--- src/hw/fsm_pkg.sv ---
// Package for the full-register serial management slave.
// Assumes a 40 MHz system clock sampling the management clock and data pins.
package fsm_pkg;

  // ----------------------------------------------------------------
  // Timing
  // ----------------------------------------------------------------
  // System clock period in ns.
  localparam int unsigned CLK_PERIOD_NS   = 25;
  // Fastest management clock the link may run at, in MHz.
  localparam int unsigned MGMT_CLK_MAX_MHZ = 10;
  // Shortest management clock period in system cycles, rounded down.
  localparam int unsigned MGMT_MIN_CYC    = (1000 / MGMT_CLK_MAX_MHZ) / CLK_PERIOD_NS;

  // ----------------------------------------------------------------
  // Frame fields
  // ----------------------------------------------------------------
  // Preamble length in one bits.
  localparam logic [5:0] PRE_LEN      = 6'h20;
  // Read and write opcodes.
  localparam logic [1:0] OP_READ      = 2'h2;
  localparam logic [1:0] OP_WRITE     = 2'h1;
  // Pattern on PHY address bits [2:1] that selects register mode.
  localparam logic [1:0] REG_MODE_SEL = 2'h3;
  // Bit counts for the header and data fields.
  // Header bits after the start zero: start one, opcode, PHY and REG fields.
  localparam logic [4:0] HDR_BITS     = 5'h0D;
  localparam logic [4:0] DATA_BITS    = 5'h10;

  // ----------------------------------------------------------------
  // Register map regions
  // ----------------------------------------------------------------
  localparam logic [7:0] PWR_LO   = 8'h0E;
  localparam logic [7:0] PWR_HI   = 8'h0F;
  localparam logic [7:0] P1C_LO   = 8'h20;
  localparam logic [7:0] P1C_HI   = 8'h24;
  localparam logic [7:0] P1S_LO   = 8'h28;
  localparam logic [7:0] P1S_HI   = 8'h2F;
  localparam logic [7:0] IAC_LO   = 8'h6E;
  localparam logic [7:0] IAC_HI   = 8'h6F;
  localparam logic [7:0] IDAT_LO  = 8'h70;
  localparam logic [7:0] IDAT_HI  = 8'h78;
  localparam logic [7:0] SELFTEST = 8'h88;
  localparam logic [7:0] P4C_LO   = 8'hF0;
  localparam logic [7:0] P4C_HI   = 8'hFE;
  localparam logic [7:0] P4TEST   = 8'hFF;
  // Reserved and factory test spans that are flagged only.
  localparam logic [7:0] RSV0_LO  = 8'h10;
  localparam logic [7:0] RSV0_HI  = 8'h1F;
  localparam logic [7:0] RSV1_LO  = 8'h40;
  localparam logic [7:0] RSV1_HI  = 8'h67;
  localparam logic [7:0] RSV2_LO  = 8'hA0;
  localparam logic [7:0] RSV2_HI  = 8'hBF;

  // Region codes produced by the address decoder.
  typedef enum logic [3:0] {
    FSM_RGN_OTHER,
    FSM_RGN_PWR,
    FSM_RGN_P1_CTRL,
    FSM_RGN_P1_STAT,
    FSM_RGN_IND_CTRL,
    FSM_RGN_IND_DATA,
    FSM_RGN_SELFTEST,
    FSM_RGN_P4_CTRL,
    FSM_RGN_P4_TEST,
    FSM_RGN_RESERVED
  } fsm_region_t;

  // Frame parser states.
  typedef enum logic [2:0] {
    FSM_ST_PRE,
    FSM_ST_HDR,
    FSM_ST_TA,
    FSM_ST_RDATA,
    FSM_ST_WDATA,
    FSM_ST_SKIP
  } fsm_state_t;

  // Register access request to the register file.
  typedef struct packed {
    logic        wr;
    logic        rd;
    logic [7:0]  addr;
    logic [7:0]  wdata;
    fsm_region_t region;
  } fsm_req_t;

endpackage : fsm_pkg

--- src/hw/fsm_slave.sv ---
// Management-frame slave giving full 8-bit register access over clock/data pins.
// Assumes the register file answers a read within the turnaround bit time.
`timescale 1ns/100ps

module fsm_slave
(
  // System clock and reset.
  input  wire logic             clk,
  input  wire logic             rst,
  // Management link pins.
  input  wire logic             mgmt_clk,
  input  wire logic             mgmt_data_in,
  output logic                  mgmt_data_out,
  output logic                  mgmt_data_oe,
  // Register file side.
  output fsm_pkg::fsm_req_t     req,
  input  wire logic [7:0]       rdata,
  // Frame seen that was not in register mode or had a bad start.
  output logic                  std_frame
);

  // ----------------------------------------------------------------
  // Address region decode
  // ----------------------------------------------------------------
  // Maps an 8-bit register address to its region; used for reads and writes.
  function automatic fsm_pkg::fsm_region_t region_of(input logic [7:0] a);
    fsm_pkg::fsm_region_t r;
    r = fsm_pkg::FSM_RGN_OTHER;
    if (a >= fsm_pkg::PWR_LO && a <= fsm_pkg::PWR_HI)          r = fsm_pkg::FSM_RGN_PWR;
    else if (a >= fsm_pkg::P1C_LO && a <= fsm_pkg::P1C_HI)     r = fsm_pkg::FSM_RGN_P1_CTRL;
    else if (a >= fsm_pkg::P1S_LO && a <= fsm_pkg::P1S_HI)     r = fsm_pkg::FSM_RGN_P1_STAT;
    else if (a >= fsm_pkg::IAC_LO && a <= fsm_pkg::IAC_HI)     r = fsm_pkg::FSM_RGN_IND_CTRL;
    else if (a >= fsm_pkg::IDAT_LO && a <= fsm_pkg::IDAT_HI)   r = fsm_pkg::FSM_RGN_IND_DATA;
    else if (a == fsm_pkg::SELFTEST)                           r = fsm_pkg::FSM_RGN_SELFTEST;
    else if (a >= fsm_pkg::P4C_LO && a <= fsm_pkg::P4C_HI)     r = fsm_pkg::FSM_RGN_P4_CTRL;
    else if (a == fsm_pkg::P4TEST)                             r = fsm_pkg::FSM_RGN_P4_TEST;
    else if ((a >= fsm_pkg::RSV0_LO && a <= fsm_pkg::RSV0_HI) ||
             (a >= fsm_pkg::RSV1_LO && a <= fsm_pkg::RSV1_HI) ||
             (a >= fsm_pkg::RSV2_LO && a <= fsm_pkg::RSV2_HI))
      r = fsm_pkg::FSM_RGN_RESERVED;
    return r;
  endfunction

  // ----------------------------------------------------------------
  // State
  // ----------------------------------------------------------------
  // Whole module state held in one packed struct.
  typedef struct packed {
    logic [1:0]            clk_sync;   // Clock pin synchroniser.
    logic [1:0]            dat_sync;   // Data pin synchroniser.
    logic                  clk_prev;   // Last synchronised clock level.
    fsm_pkg::fsm_state_t   st;         // Parser state.
    logic [5:0]            ones;       // Consecutive preamble ones.
    logic [4:0]            cnt;        // Bits left in current field.
    logic [13:0]           hdr;        // Start, opcode, PHY and REG bits.
    logic [15:0]           sh;         // Data shift register.
    logic                  is_rd;      // Frame is a register read.
    logic                  dout;       // Data pin output value.
    logic                  doe;        // Data pin output enable.
    fsm_pkg::fsm_req_t     req;        // Request to register file.
    logic                  std;        // Standard frame pulse.
  } fsm_state_s_t;

  fsm_state_s_t s_r;    // Registered state.
  fsm_state_s_t s_nxt;  // Next state.

  // Synchronised clock edges and data; the first stage is read only by the second.
  logic rise;
  logic fall;
  logic din;
  assign rise = s_r.clk_sync[1] & ~s_r.clk_prev;
  assign fall = ~s_r.clk_sync[1] & s_r.clk_prev;
  assign din  = s_r.dat_sync[1];

  // Decoded header fields of a completed header.
  logic [1:0] hop;
  logic [4:0] phy;
  logic [4:0] rga;
  logic [7:0] addr8;
  assign hop   = {s_r.hdr[10], s_r.hdr[9]};
  assign phy   = s_r.hdr[8:4];
  assign rga   = {s_r.hdr[3:0], din};
  assign addr8 = {phy[4], phy[3], phy[0], rga};

  // ----------------------------------------------------------------
  // Next-state logic
  // ----------------------------------------------------------------
  // Samples data on clock rising edges and changes output on falling edges.
  always_comb
  begin
    s_nxt          = s_r;
    s_nxt.clk_sync = {s_r.clk_sync[0], mgmt_clk};
    s_nxt.dat_sync = {s_r.dat_sync[0], mgmt_data_in};
    s_nxt.clk_prev = s_r.clk_sync[1];
    s_nxt.req.wr   = 1'b0;
    s_nxt.req.rd   = 1'b0;
    s_nxt.std      = 1'b0;
    if (rise)
    begin
      unique case (s_r.st)
        // Count preamble ones, then look for the zero of the start pattern.
        fsm_pkg::FSM_ST_PRE:
        begin
          if (din)
            s_nxt.ones = (s_r.ones == fsm_pkg::PRE_LEN) ? s_r.ones : s_r.ones + 6'h01;
          else
          begin
            s_nxt.ones = 6'h00;
            if (s_r.ones == fsm_pkg::PRE_LEN)
            begin
              s_nxt.st  = fsm_pkg::FSM_ST_HDR;
              s_nxt.cnt = fsm_pkg::HDR_BITS;
            end
          end
        end
        // Shift in start bit, opcode, PHY and REG fields.
        fsm_pkg::FSM_ST_HDR:
        begin
          s_nxt.hdr = {s_r.hdr[12:0], din};
          s_nxt.cnt = s_r.cnt - 5'h01;
          if (s_r.cnt == 5'h01)
          begin
            s_nxt.st  = fsm_pkg::FSM_ST_TA;
            s_nxt.cnt = 5'h02;
            s_nxt.req.addr   = addr8;
            s_nxt.req.region = region_of(addr8);
            if (!s_r.hdr[11] || phy[2:1] != fsm_pkg::REG_MODE_SEL)
            begin
              // Not register mode or bad start: left to the standard path.
              s_nxt.std   = 1'b1;
              s_nxt.is_rd = 1'b0;
              s_nxt.st    = fsm_pkg::FSM_ST_SKIP;
            end
            else if (hop == fsm_pkg::OP_READ)
            begin
              s_nxt.is_rd  = 1'b1;
              s_nxt.req.rd = 1'b1;
            end
            else if (hop == fsm_pkg::OP_WRITE)
              s_nxt.is_rd = 1'b0;
            else
              s_nxt.st = fsm_pkg::FSM_ST_SKIP;
          end
        end
        // Turnaround: two bit times; write turnaround is 10 from the controller.
        fsm_pkg::FSM_ST_TA:
        begin
          s_nxt.cnt = s_r.cnt - 5'h01;
          if (s_r.cnt == 5'h01)
          begin
            s_nxt.cnt = fsm_pkg::DATA_BITS;
            s_nxt.st  = s_r.is_rd ? fsm_pkg::FSM_ST_RDATA : fsm_pkg::FSM_ST_WDATA;
          end
        end
        // Write data: keep only the low byte.
        fsm_pkg::FSM_ST_WDATA:
        begin
          s_nxt.sh  = {s_r.sh[14:0], din};
          s_nxt.cnt = s_r.cnt - 5'h01;
          if (s_r.cnt == 5'h01)
          begin
            s_nxt.req.wdata = {s_r.sh[6:0], din};
            s_nxt.req.wr    = 1'b1;
            s_nxt.st        = fsm_pkg::FSM_ST_PRE;
          end
        end
        // Read data: counted on rising edges, output moved on falling edges.
        fsm_pkg::FSM_ST_RDATA:
        begin
          s_nxt.cnt = s_r.cnt - 5'h01;
          if (s_r.cnt == 5'h01)
            s_nxt.st = fsm_pkg::FSM_ST_PRE;
        end
        // Leave a foreign frame; its next bit already counts toward the next preamble.
        fsm_pkg::FSM_ST_SKIP:
        begin
          s_nxt.st   = fsm_pkg::FSM_ST_PRE;
          s_nxt.ones = din ? 6'h01 : 6'h00;
        end
      endcase
    end
    // Output drive changes on falling edges.
    if (fall)
    begin
      if (s_r.st == fsm_pkg::FSM_ST_TA && s_r.is_rd && s_r.cnt == 5'h01)
      begin
        s_nxt.doe  = 1'b1;
        s_nxt.dout = 1'b0;
        s_nxt.sh   = {8'h00, rdata};
      end
      else if (s_r.st == fsm_pkg::FSM_ST_RDATA)
      begin
        s_nxt.dout = s_r.sh[15];
        s_nxt.sh   = {s_r.sh[14:0], 1'b0};
      end
      else
      begin
        s_nxt.doe  = 1'b0;
        s_nxt.dout = 1'b0;
      end
    end
  end

  // ----------------------------------------------------------------
  // State register
  // ----------------------------------------------------------------
  always_ff @(posedge clk or posedge rst)
  begin
    if (rst)
      s_r <= '0;
    else
      s_r <= s_nxt;
  end

  // Outputs come straight from state flip-flops.
  assign mgmt_data_out = s_r.dout;
  assign mgmt_data_oe  = s_r.doe;
  assign req           = s_r.req;
  assign std_frame     = s_r.std;

endmodule // fsm_slave

--- config.mk ---
export PLATFORM = sky130hd
export DESIGN_NAME = fsm_slave
export DESIGN_NICKNAME = d
export VERILOG_FILES = /design/src/hw/fsm_pkg.sv /design/src/hw/fsm_slave.sv
export SDC_FILE = /design/constraint.sdc
export NUM_CORES = 1
export LEC_CHECK = 0
export ABC_AREA = 1
export BUFFER_PORTS_ARGS = -buffer_cell sky130_fd_sc_hd__buf_2
export CORE_MARGIN = 8
export CORE_UTILIZATION = 50
export DETAILED_ROUTE_END_ITERATION = 7
export GPL_TIMING_DRIVEN = 0
export PLACE_DENSITY_LB_ADDON = 0.2
export SLEW_MARGIN = 5
export SYNTH_ARGS = -nofsm -noshare
export SYNTH_HDL_FRONTEND = slang
export SYNTH_SLANG_ARGS = --single-unit
export TNS_END_PERCENT = 5
--- constraint.sdc ---
create_clock -name clk -period 4.3 [get_ports clk]
set_input_delay 1.29 -clock clk [delete_from_list [all_inputs] [get_ports clk]]
set_output_delay 1.29 -clock clk [all_outputs]
set_load 0.01 [all_outputs]
# Word level (Yosys, flattened, before mapping)
# Index checks and enable logic that the tools add are counted.
# W data, S select, Z words.
op_classes:
  add_sub_neg: 2
  n_lt_le_gt_ge: 18
  n_eq_ne: 19
  muxes: 53
  bitwise_logic: 4
  n_reduce_logical: 28
op_table:
  columns: ["operator", "n"]
  rows:
  - ["$mux W16", 4]
  - ["$mux W4", 9]
  - ["$mux W5", 6]
  - ["$mux W3", 9]
  - ["$ge A8 B7 Y1 const B", 3]
  - ["$le A8 B7 Y1 const B", 3]
  - ["$mux W23", 1]
  - ["$pmux W5 S4", 1]
  - ["$mux W9", 2]
  - ["$mux W17", 1]
  - ["$eq A8 B8 Y1 const B", 2]
  - ["$ge A8 B6 Y1 const B", 2]
  - ["$ge A8 B8 Y1 const B", 2]
  - ["$le A8 B6 Y1 const B", 2]
  - ["$le A8 B8 Y1 const B", 2]
  - ["$mux W8", 2]
  - ["$pmux W3 S5", 1]
  - ["$mux W1", 13]
  - ["$mux W6", 2]
  - ["$ne A2 B2 Y1 const B", 6]
  - ["$pmux W6 S2", 1]
  - ["$logic_and A1 B1 Y1", 11]
  - ["$reduce_and A3 Y1", 3]
  - ["$ge A8 B4 Y1 const B", 1]
  - ["other kinds (27)", 35]
totals:
  ff_bits: 75
  input_bits: 12
  elab_cells: 141

# Longest topological paths before layout
# Gate-level depths: netlist of the first run.
depth:
  ltp_word: 16
  mapped_depth: 11
  mapped_depth_nobuf: 11

# Least setup slack after synthesis of the first run
# Ideal clock, no wire load.
synth_timing:
  path_type: "reg2out"
  from: "register s_r, in the netlist req[10]"
  to: "output port req[10] in the netlist's numbering"
  t_arrival_ns: 0.486
  required_ns: 3.010
  setup_slack_ns: 2.524
  stages_incl_launch_ff: 2
  path_cell_list: "dfrtp_1 -> buf_4"
synth_rtl:
  columns: ["element", "line", "rtl"]
  rows:
  - ["start, declared", "fsm_slave.sv:64", "fsm_state_s_t s_r;"]
  - ["start signal, assigned", "fsm_slave.sv:212", "s_r <= s_nxt;"]
  - ["end, declared", "fsm_slave.sv:16", "output fsm_pkg::fsm_req_t req,"]
# No word-level cell between the ends.

# Final worst setup path of the first run
layout_timing:
  from: "register s_r, in the netlist req[13]"
  to: "output port req[13] in the netlist's numbering"
# No word-level cell between the ends.

==> results.md, run 1 <==
* Outcome: finished clean
* Net count after synthesis at ~530
* Endpoint kind of the worst setup timing path: output pin
* R2r worst-path depth at 10
* Chip Width at approximately 100 um
* CTS Buffer Depth at 2
* Setup slack after placement at ~2.4 ns
* Fraction of layout instances using a drive strength above 1 at 20.0%
* Pin slew with the least headroom to its limit at just under 0.4 ns
* Layout fillers at about 760
* Via Count at ~3200
* Arrival time at the worst endpoint at 0.99 ns
* Final setup viols at 0
* Number of clock sinks at between 70 and 80
* Comb power frac at 4.7%
* Area of the die at approximately 0.011 mm^2
* Power Total at about 1.2 mW
* Pin count of the biggest net entering global routing at between 60 and 70
* Part of the total power dissipated in sequential elements at ~58%
* Final HPWL DP at 5.85 mm
* Clock transition time at the flip-flop clock pins of the worst setup and hold paths at 0.08 ns
* Final setup TNS at 0 ns
* Number of DRC violations after detailed routing at 0
* Number of core rows at 32
* Main synth FF type: sky130_fd_sc_hd__dfrtp_1
* Cell accounting for the most synthesized area: sky130_fd_sc_hd__dfrtp_1
* Total setup buffers inserted after CTS at 0
* Max-slew violations at 0
* Cell depth of the worst min-delay path at 0
* Class of the most critical hold timing path: reg2reg
* Total grt overflow at 0
* Setup repair after global routing missed its margin: false
* Vias in the first global route at roughly 3200
* First-pass GRT wire length at roughly 14 mm
* Total wire length after detailed routing at around 8 mm
* Final weighted congestion of routability-driven global placement at 0.917
* Per-cell via count in the routed design at ~4.8
* End of the worst register-to-register path: s_r[34]
* Flops & latches, synth at 73
* Final cell count without fillers at 663
* Max-capacitance violation count at 0
* Worst Setup SP: req[13]
* Required time of the worst setup path at approximately 3.0 ns
* PostCTS Resize Cnt at 0
* Initial cell density of the core at 51.2%
* CTS HTree Levels at 3
* All-Layer GR Usage at 15.4%
* Post-placement cell area at between 0.004 and 0.005 mm^2
* Warnings, synthesis at 0
* Cell Count Post-Placement at 648
* Largest stage delay on the critical path at slightly below 0.4 ns
* Max Fanout on Critical Path at 2
* CP Capture Point: req[13]
* Sw frac at 23.8%
* Footprint of the multi-input gates at ~0.0016 mm^2
* Antenna diode instance count at 0
* Post-synthesis instance area at slightly below 0.004 mm^2
* Chip height at between 100 and 150 um
* Post-synth EDFFs at 0
* Kind of cell with the highest combined delay on the critical path: flip-flops
* Final hold slack at ~0.35 ns
* Violation count after the first detailed-route iteration at between 100 and 150
* Cell types with the largest area share after synthesis: sky130_fd_sc_hd__dfrtp_1, sky130_fd_sc_hd__nand2_1, sky130_fd_sc_hd__inv_1
* Net total in the final layout at 576
* Share of the cycle needed by the critical path after routing at 53.1%
* Reg2reg start: s_r[57]
* Total of buffers placed on input and output ports at 36
* Area added between synthesis and finish at 12.5%
* CTS Hold Buffers Added at 0
* Relative slew margins at about three quarters
* CP Cell Sequence: buf_4 > buf_2
* Clock skew after layout at 0.0133 ns
* Worst Setup Slack, final at between 2 and 2.5 ns
* Power Dens Cells at ~270 mW/mm^2
* Tmin final at roughly 2.3 ns
* Worst R2R Setup Slack at 2.54 ns
* Area fraction of the dominant cell type after synthesis at approximately 46%
* Count of buffer and inverter cells on the critical path at 2
* Fraction of registers with async set or reset after synthesis at 100%
* CP max stage cell: sky130_fd_sc_hd__dfrtp_1
* Static leakage at 2.44 nW
* Cell-internal power at ~0.92 mW
* Final hold vios at 0
* Number of antenna violations at the first check in global routing at 0
* CTS tree: built
* Latest clock arrival within the worst-skew pair at between 0.3 and 0.4 ns
* Core Footprint at just under 0.008 mm^2
* Clock network power share at a little under two fifths
* Highest attainable clock frequency at roughly 440 MHz
* Detailed-route wire length per cell at around 12 um
* Clock buffer count from CTS at 9
* Cell at the root of the clock tree: sky130_fd_sc_hd__clkbuf_8
* Cell depth of the worst setup path at 2
* Number of search-and-repair iterations in the first detailed-routing pass at 4
* Net switching power of the design at between 0.2 and 0.3 mW
* Worst vdd rail ir drop at between 0.0002 and 0.00025 V
* I/O pins at 37
* Sequential share of the synthesized area at between 40% and 50%
* Residual antenna-violating net count after detailed routing at 0
* Syn Area/Cell at 7.73 um^2
* Post-synthesis cell type count at 28
* Sequential cell area at 0.00183 mm^2
* Cell count after synthesis at slightly above 500
* Path type of the worst setup path: reg2out
* Post-route design area at approximately 0.0044 mm^2
* Fraction of the core area covered by cells at the end of the flow at a little under three fifths
* Kind of launch point of the worst setup path: register
-- flip-flops by register name (all words and copies together), names as in the netlist --
signal,cells
mgmt_data_out,1
phy,2
hop,2
addr8,8
s_nxt,3
s_r,33
std_frame,1
mgmt_data_oe,1
req,22
-- worst min path at each step --
stage                     slack [ns]  startpoint   endpoint
after CTS                       0.35   s_nxt[74]  s_nxt[70]
after global routing            0.37   s_nxt[72]   addr8[0]
after floorplan                 0.33   s_nxt[72]   addr8[0]
after global placement          0.33   s_nxt[72]   addr8[0]
after detailed placement        0.34   s_nxt[74]  s_nxt[70]
final                           0.35   s_nxt[74]  s_nxt[70]
-- synthesized netlist by cell type, types with 2 or more instances --
| master | instances |
|---|---|
| sky130_fd_sc_hd__o21ai_0 | 25 |
| sky130_fd_sc_hd__nor2_2 | 2 |
| sky130_fd_sc_hd__nor3_1 | 3 |
| sky130_fd_sc_hd__dfrtp_1 | 73 |
| sky130_fd_sc_hd__inv_1 | 55 |
| sky130_fd_sc_hd__ha_1 | 7 |
| sky130_fd_sc_hd__buf_2 | 4 |
| sky130_fd_sc_hd__inv_2 | 8 |
| sky130_fd_sc_hd__nand3_2 | 4 |
| sky130_fd_sc_hd__nand2_1 | 168 |
| sky130_fd_sc_hd__nor2_1 | 42 |
| sky130_fd_sc_hd__xor2_1 | 3 |
| sky130_fd_sc_hd__nand2_2 | 5 |
| sky130_fd_sc_hd__o21ai_1 | 22 |
| sky130_fd_sc_hd__nand2_4 | 2 |
| sky130_fd_sc_hd__nand3_1 | 35 |
| sky130_fd_sc_hd__buf_4 | 23 |
| sky130_fd_sc_hd__a21oi_1 | 6 |
| sky130_fd_sc_hd__nor2_4 | 7 |
| sky130_fd_sc_hd__nand4_1 | 4 |
| sky130_fd_sc_hd__nand3b_1 | 2 |
| sky130_fd_sc_hd__buf_6 | 3 |
-- cell families after synthesis --
logic type | after synthesis | synth area share [%]
AOI/OAI and AO/OA | 55 | 7.38
and+or+nand+nor | 275 | 31.0
adders and majority gates | 7 | 2.23
DFF | 73 | 46.4
buffers and inverters | 95 | 12.0
xor gates and xnor gates | 4 | 0.891
-- placed cells by master, fill, tap and decap left out, types with 5 or more instances in the layout --
cell type / count
sky130_fd_sc_hd__inv_1: 54
sky130_fd_sc_hd__o21ai_0: 25
sky130_fd_sc_hd__ha_1: 7
sky130_fd_sc_hd__nand3_1: 35
sky130_fd_sc_hd__buf_4: 23
sky130_fd_sc_hd__a21oi_1: 6
sky130_fd_sc_hd__o21ai_1: 22
sky130_fd_sc_hd__dfrtp_1: 73
sky130_fd_sc_hd__nor2_4: 7
sky130_fd_sc_hd__nand2_2: 5
sky130_fd_sc_hd__nand2_1: 168
sky130_fd_sc_hd__inv_2: 8
sky130_fd_sc_hd__buf_2: 40
sky130_fd_sc_hd__nor2_1: 42
sky130_fd_sc_hd__clkbuf_8: 9
-- layout make-up --
type,count,share of cell area [%]
flip-flops and latches,73,41.3
multi-input cells,341,36.9
inverters,64,5.54
plain buffers,31,5.20
repair buffers,37,4.69
clock buffers,12,3.05
well taps,102,2.88
clock inverters,3,0.424
-- power by group through the flow --
stage	sequential (mW)	combinational (mW)	clock [mW]
global placement	0.716	0.0526	0
floorplan	0.715	0.0394	0
finish	0.703	0.0568	0.449
detailed placement	0.716	0.0582	0
global route	0.704	0.0674	0.491
CTS	0.703	0.0584	0.463
-- per-layer routing --
| metal | global-route usage (%) | vias up | routed length [um] | share of wire, % |
|---|---|---|---|---|
| li1 | - | 1669 | - | - |
| met1 | 20.3 | 1467 | 3920 | 49 |
| met2 | 24.2 | 46 | 3620 | 46 |
| met3 | 3.38 | 10 | 261 | 3.3 |
| met4 | 6.12 | 0 | 118 | 1.5 |
| met5 | 0 | - | 0 | 0 |
(Power assumes the default switching activity.)
==> inputs of run 2 (changes only) <==
==> constraint.sdc (replaced) <==
create_clock -name clk -period 2.35 [get_ports clk]
set_input_delay 0.705 -clock clk [delete_from_list [all_inputs] [get_ports clk]]
set_output_delay 0.705 -clock clk [all_outputs]
set_load 0.01 [all_outputs]
==> run 2 against run 1 <==
Clock-buffer cell count unchanged; setup slack worse by 1.5 ns; clock power up 120%; sequential cell count unchanged; clock skew down 0.0029 ns; first-iteration DRC count up 18%.
==> results.md, run 2 (synthesized netlist as in run 1, its figures left out) <==
* Max-slew violations at 0 (unchanged)
* Final HPWL DP at 5.87 mm (was 5.85 mm)
* Area of the die at 0.0110 mm^2 (unchanged)
* Number of antenna violations at the first check in global routing at 0 (unchanged)
* Core Footprint at 0.00769 mm^2 (unchanged)
* Sequential cell area at 0.00183 mm^2 (unchanged)
* Number of DRC violations after detailed routing at 0 (unchanged)
* Net total in the final layout at 576 (unchanged)
* Final cell count without fillers at 663 (unchanged)
* Vias in the first global route at 3197 (was 3156)
* Static leakage at 2.46 nW (was 2.44 nW)
* End of the worst register-to-register path: s_r[37] (was s_r[34])
* Final weighted congestion of routability-driven global placement at 0.946 (was 0.917)
* Worst Setup SP: s_r[57] (was req[13])
* Tmin final at 1.79 ns
* Via Count at 3242 (was 3192)
* Area added between synthesis and finish at 13.4% (was 12.5%)
* Number of flip-flops in the largest register at 33 (unchanged)
* Most frequent standard cell in the layout excluding fill and tap cells: sky130_fd_sc_hd__nand2_1 (unchanged)
* R2r worst-path depth at 10 (unchanged)
* Detailed-route wire length per cell at 12.2 um (was 11.9 um)
* Worst Hold Path EP: addr8[0] (was s_nxt[70])
* CTS tree: built (unchanged)
* Cell depth of the worst min-delay path at 0 (unchanged)
* Path type of the worst setup path: reg2reg (was reg2out)
* CTS Buffer Depth at 2 (unchanged)
* Cell at the root of the clock tree: sky130_fd_sc_hd__clkbuf_8 (unchanged)
* All-Layer GR Usage at 15.7% (was 15.4%)
* I/O pins at 37 (unchanged)
* PostCTS Resize Cnt at 0 (unchanged)
* Chip Width at 105 um (unchanged)
* Highest attainable clock frequency at roughly 560 MHz
* Post-route design area at 0.00446 mm^2 (was 0.00443 mm^2)
* Total wire length after detailed routing at 8.06 mm (was 7.92 mm)
* Layout fillers at 768 (was 755)
* Footprint of the multi-input gates at 0.00163 mm^2 (unchanged)
* Antenna diode instance count at 0 (unchanged)
* CTS HTree Levels at 3 (unchanged)
* Per-cell via count in the routed design at 4.89 (was 4.81)
* Relative slew margins at 46.5% (was 73.5%)
* Worst R2R Setup Slack at 0.56 ns (was 2.54 ns)
* Number of core rows at 32 (unchanged)
* Number of search-and-repair iterations in the first detailed-routing pass at 4 (unchanged)
* Number of clock sinks at 73 (unchanged)
* Worst Min Path Start: s_nxt[72] (was s_nxt[74])
* Final setup TNS at 0 ns (unchanged)
* Kind of launch point of the worst setup path: register (unchanged)
* Fraction of layout instances using a drive strength above 1 at 20.3% (was 20.0%)
* Final hold vios at 0 (unchanged)
* Final setup viols at 0 (unchanged)
* Power Dens Cells at 533 mW/mm^2 (was 273 mW/mm^2)
* Class of the most critical hold timing path: reg2reg (unchanged)
* Worst vdd rail ir drop at 0.000404 V (was 0.000214 V)
* Cell Count Post-Placement at 648 (unchanged)
* Post-placement cell area at 0.00427 mm^2 (about the same)
* CTS Hold Buffers Added at 0 (unchanged)
* Clock transition time at the flip-flop clock pins of the worst setup and hold paths at 0.07 ns (was 0.08 ns)
* Residual antenna-violating net count after detailed routing at 0 (unchanged)
* Commonest non-fill, non-tap cells in the layout: sky130_fd_sc_hd__nand2_1, sky130_fd_sc_hd__dfrtp_1, sky130_fd_sc_hd__inv_1, sky130_fd_sc_hd__nor2_1, sky130_fd_sc_hd__buf_2 (unchanged)
* Required time of the worst setup path at 2.59 ns (was 3.01 ns)
* Share of the cycle needed by the critical path after routing at about three quarters
* Clock buffer count from CTS at 9 (unchanged)
* Initial cell density of the core at 51.2% (unchanged)
* Endpoint kind of the worst setup timing path: register (was output pin)
* Reg2reg start: s_r[57] (unchanged)
* Total setup buffers inserted after CTS at 0 (unchanged)
* Total grt overflow at 0 (unchanged)
* Outcome: finished clean (unchanged)
* Register ranked first by flip-flop count: s_r (unchanged)
* Total of buffers placed on input and output ports at 36 (unchanged)
* First-pass GRT wire length at 14.4 mm (was 14.2 mm)
* Latest clock arrival within the worst-skew pair at 0.35 ns (about the same)
* Chip height at 105 um (unchanged)
* Clock skew after layout at 0.0104 ns (was 0.0133 ns)
* Max Fanout on Critical Path at 10 (was 2)
* Violation count after the first detailed-route iteration at 166 (was 141)
* Pin count of the biggest net entering global routing at 40 (was 68)
* Arrival time at the worst endpoint at 2.03 ns (was 0.99 ns)
* Setup repair after global routing missed its margin: false (unchanged)
* Pin slew with the least headroom to its limit at 0.800 ns (was 0.397 ns)
* Max-capacitance violation count at 0 (unchanged)
## run 2: changes by cell type in the layout (fill, tap and decap cells not counted), sizes merged
cell      previous run  this run
inv                 64        63
clkinvlp             0         1
clkinv               3         2
bufinv               0         1
## run 2: worst max path at each step
stage / end / slack [ns]
detailed placement: s_r[37] / 0.58
global route: s_r[33] / 0.35
global placement: req[13] / 0.28
finish: s_r[37] / 0.56
floorplan: addr8[0] / 0.83
CTS: s_r[37] / 0.56
## run 2: routing by layer
metal	track usage (%)	wire, um	share of wire, %	up-vias
li1	-	-	-	1654
met1	20.7	3950	49	1524
met2	24.2	3670	46	54
met3	4.36	333	4.1	10
met4	5.50	106	1.3	0
met5	0	0	0	-
## run 2: report_power, final
group | leakage [nW] | switching, mW | total (mW) | internal, mW
clock | 0.102 | 0.450 | 0.990 | 0.540
sequential | 1.00 | 0.0128 | 1.29 | 1.27
combinational | 1.35 | 0.0700 | 0.103 | 0.0329
## run 2: area by class of cell
class                   count  share of cell area, %
flip-flops and latches     73                   41.0
multi-input cells         341                   36.6
inverters                  64                   5.53
plain buffers              31                   5.16
repair buffers             37                   4.49
clock buffers              12                   3.48
well taps                 102                   2.86
clock inverters             3                  0.898
## run 2: critical path, cell delays in order, from the launching register on
cell and delay (ns):
sky130_fd_sc_hd__dfrtp_1 0.38, sky130_fd_sc_hd__inv_1 0.09, sky130_fd_sc_hd__ha_1 0.20, sky130_fd_sc_hd__inv_1 0.06, sky130_fd_sc_hd__nor2_1 0.09, sky130_fd_sc_hd__nand2_1 0.22
sky130_fd_sc_hd__nor2_4 0.24, sky130_fd_sc_hd__nand2_4 0.11, sky130_fd_sc_hd__buf_6 0.16, sky130_fd_sc_hd__o21ai_1 0.08, sky130_fd_sc_hd__nor2_1 0.06
## run 2: per-stage QoR
step / utilization (%) / setup WS, ns / power (mW) / hold slack (ns)
finish: 58.0 / 0.557 / 2.38 / 0.355
global route: 58.0 / 0.349 / 2.48 / 0.365
CTS: 58.0 / 0.556 / 2.41 / 0.357
detailed placement: 55.5 / 0.583 / 1.42 / 0.341
global placement: 55.2 / 0.283 / 1.41 / 0.331
floorplan: - / 0.833 / 1.38 / 0.331
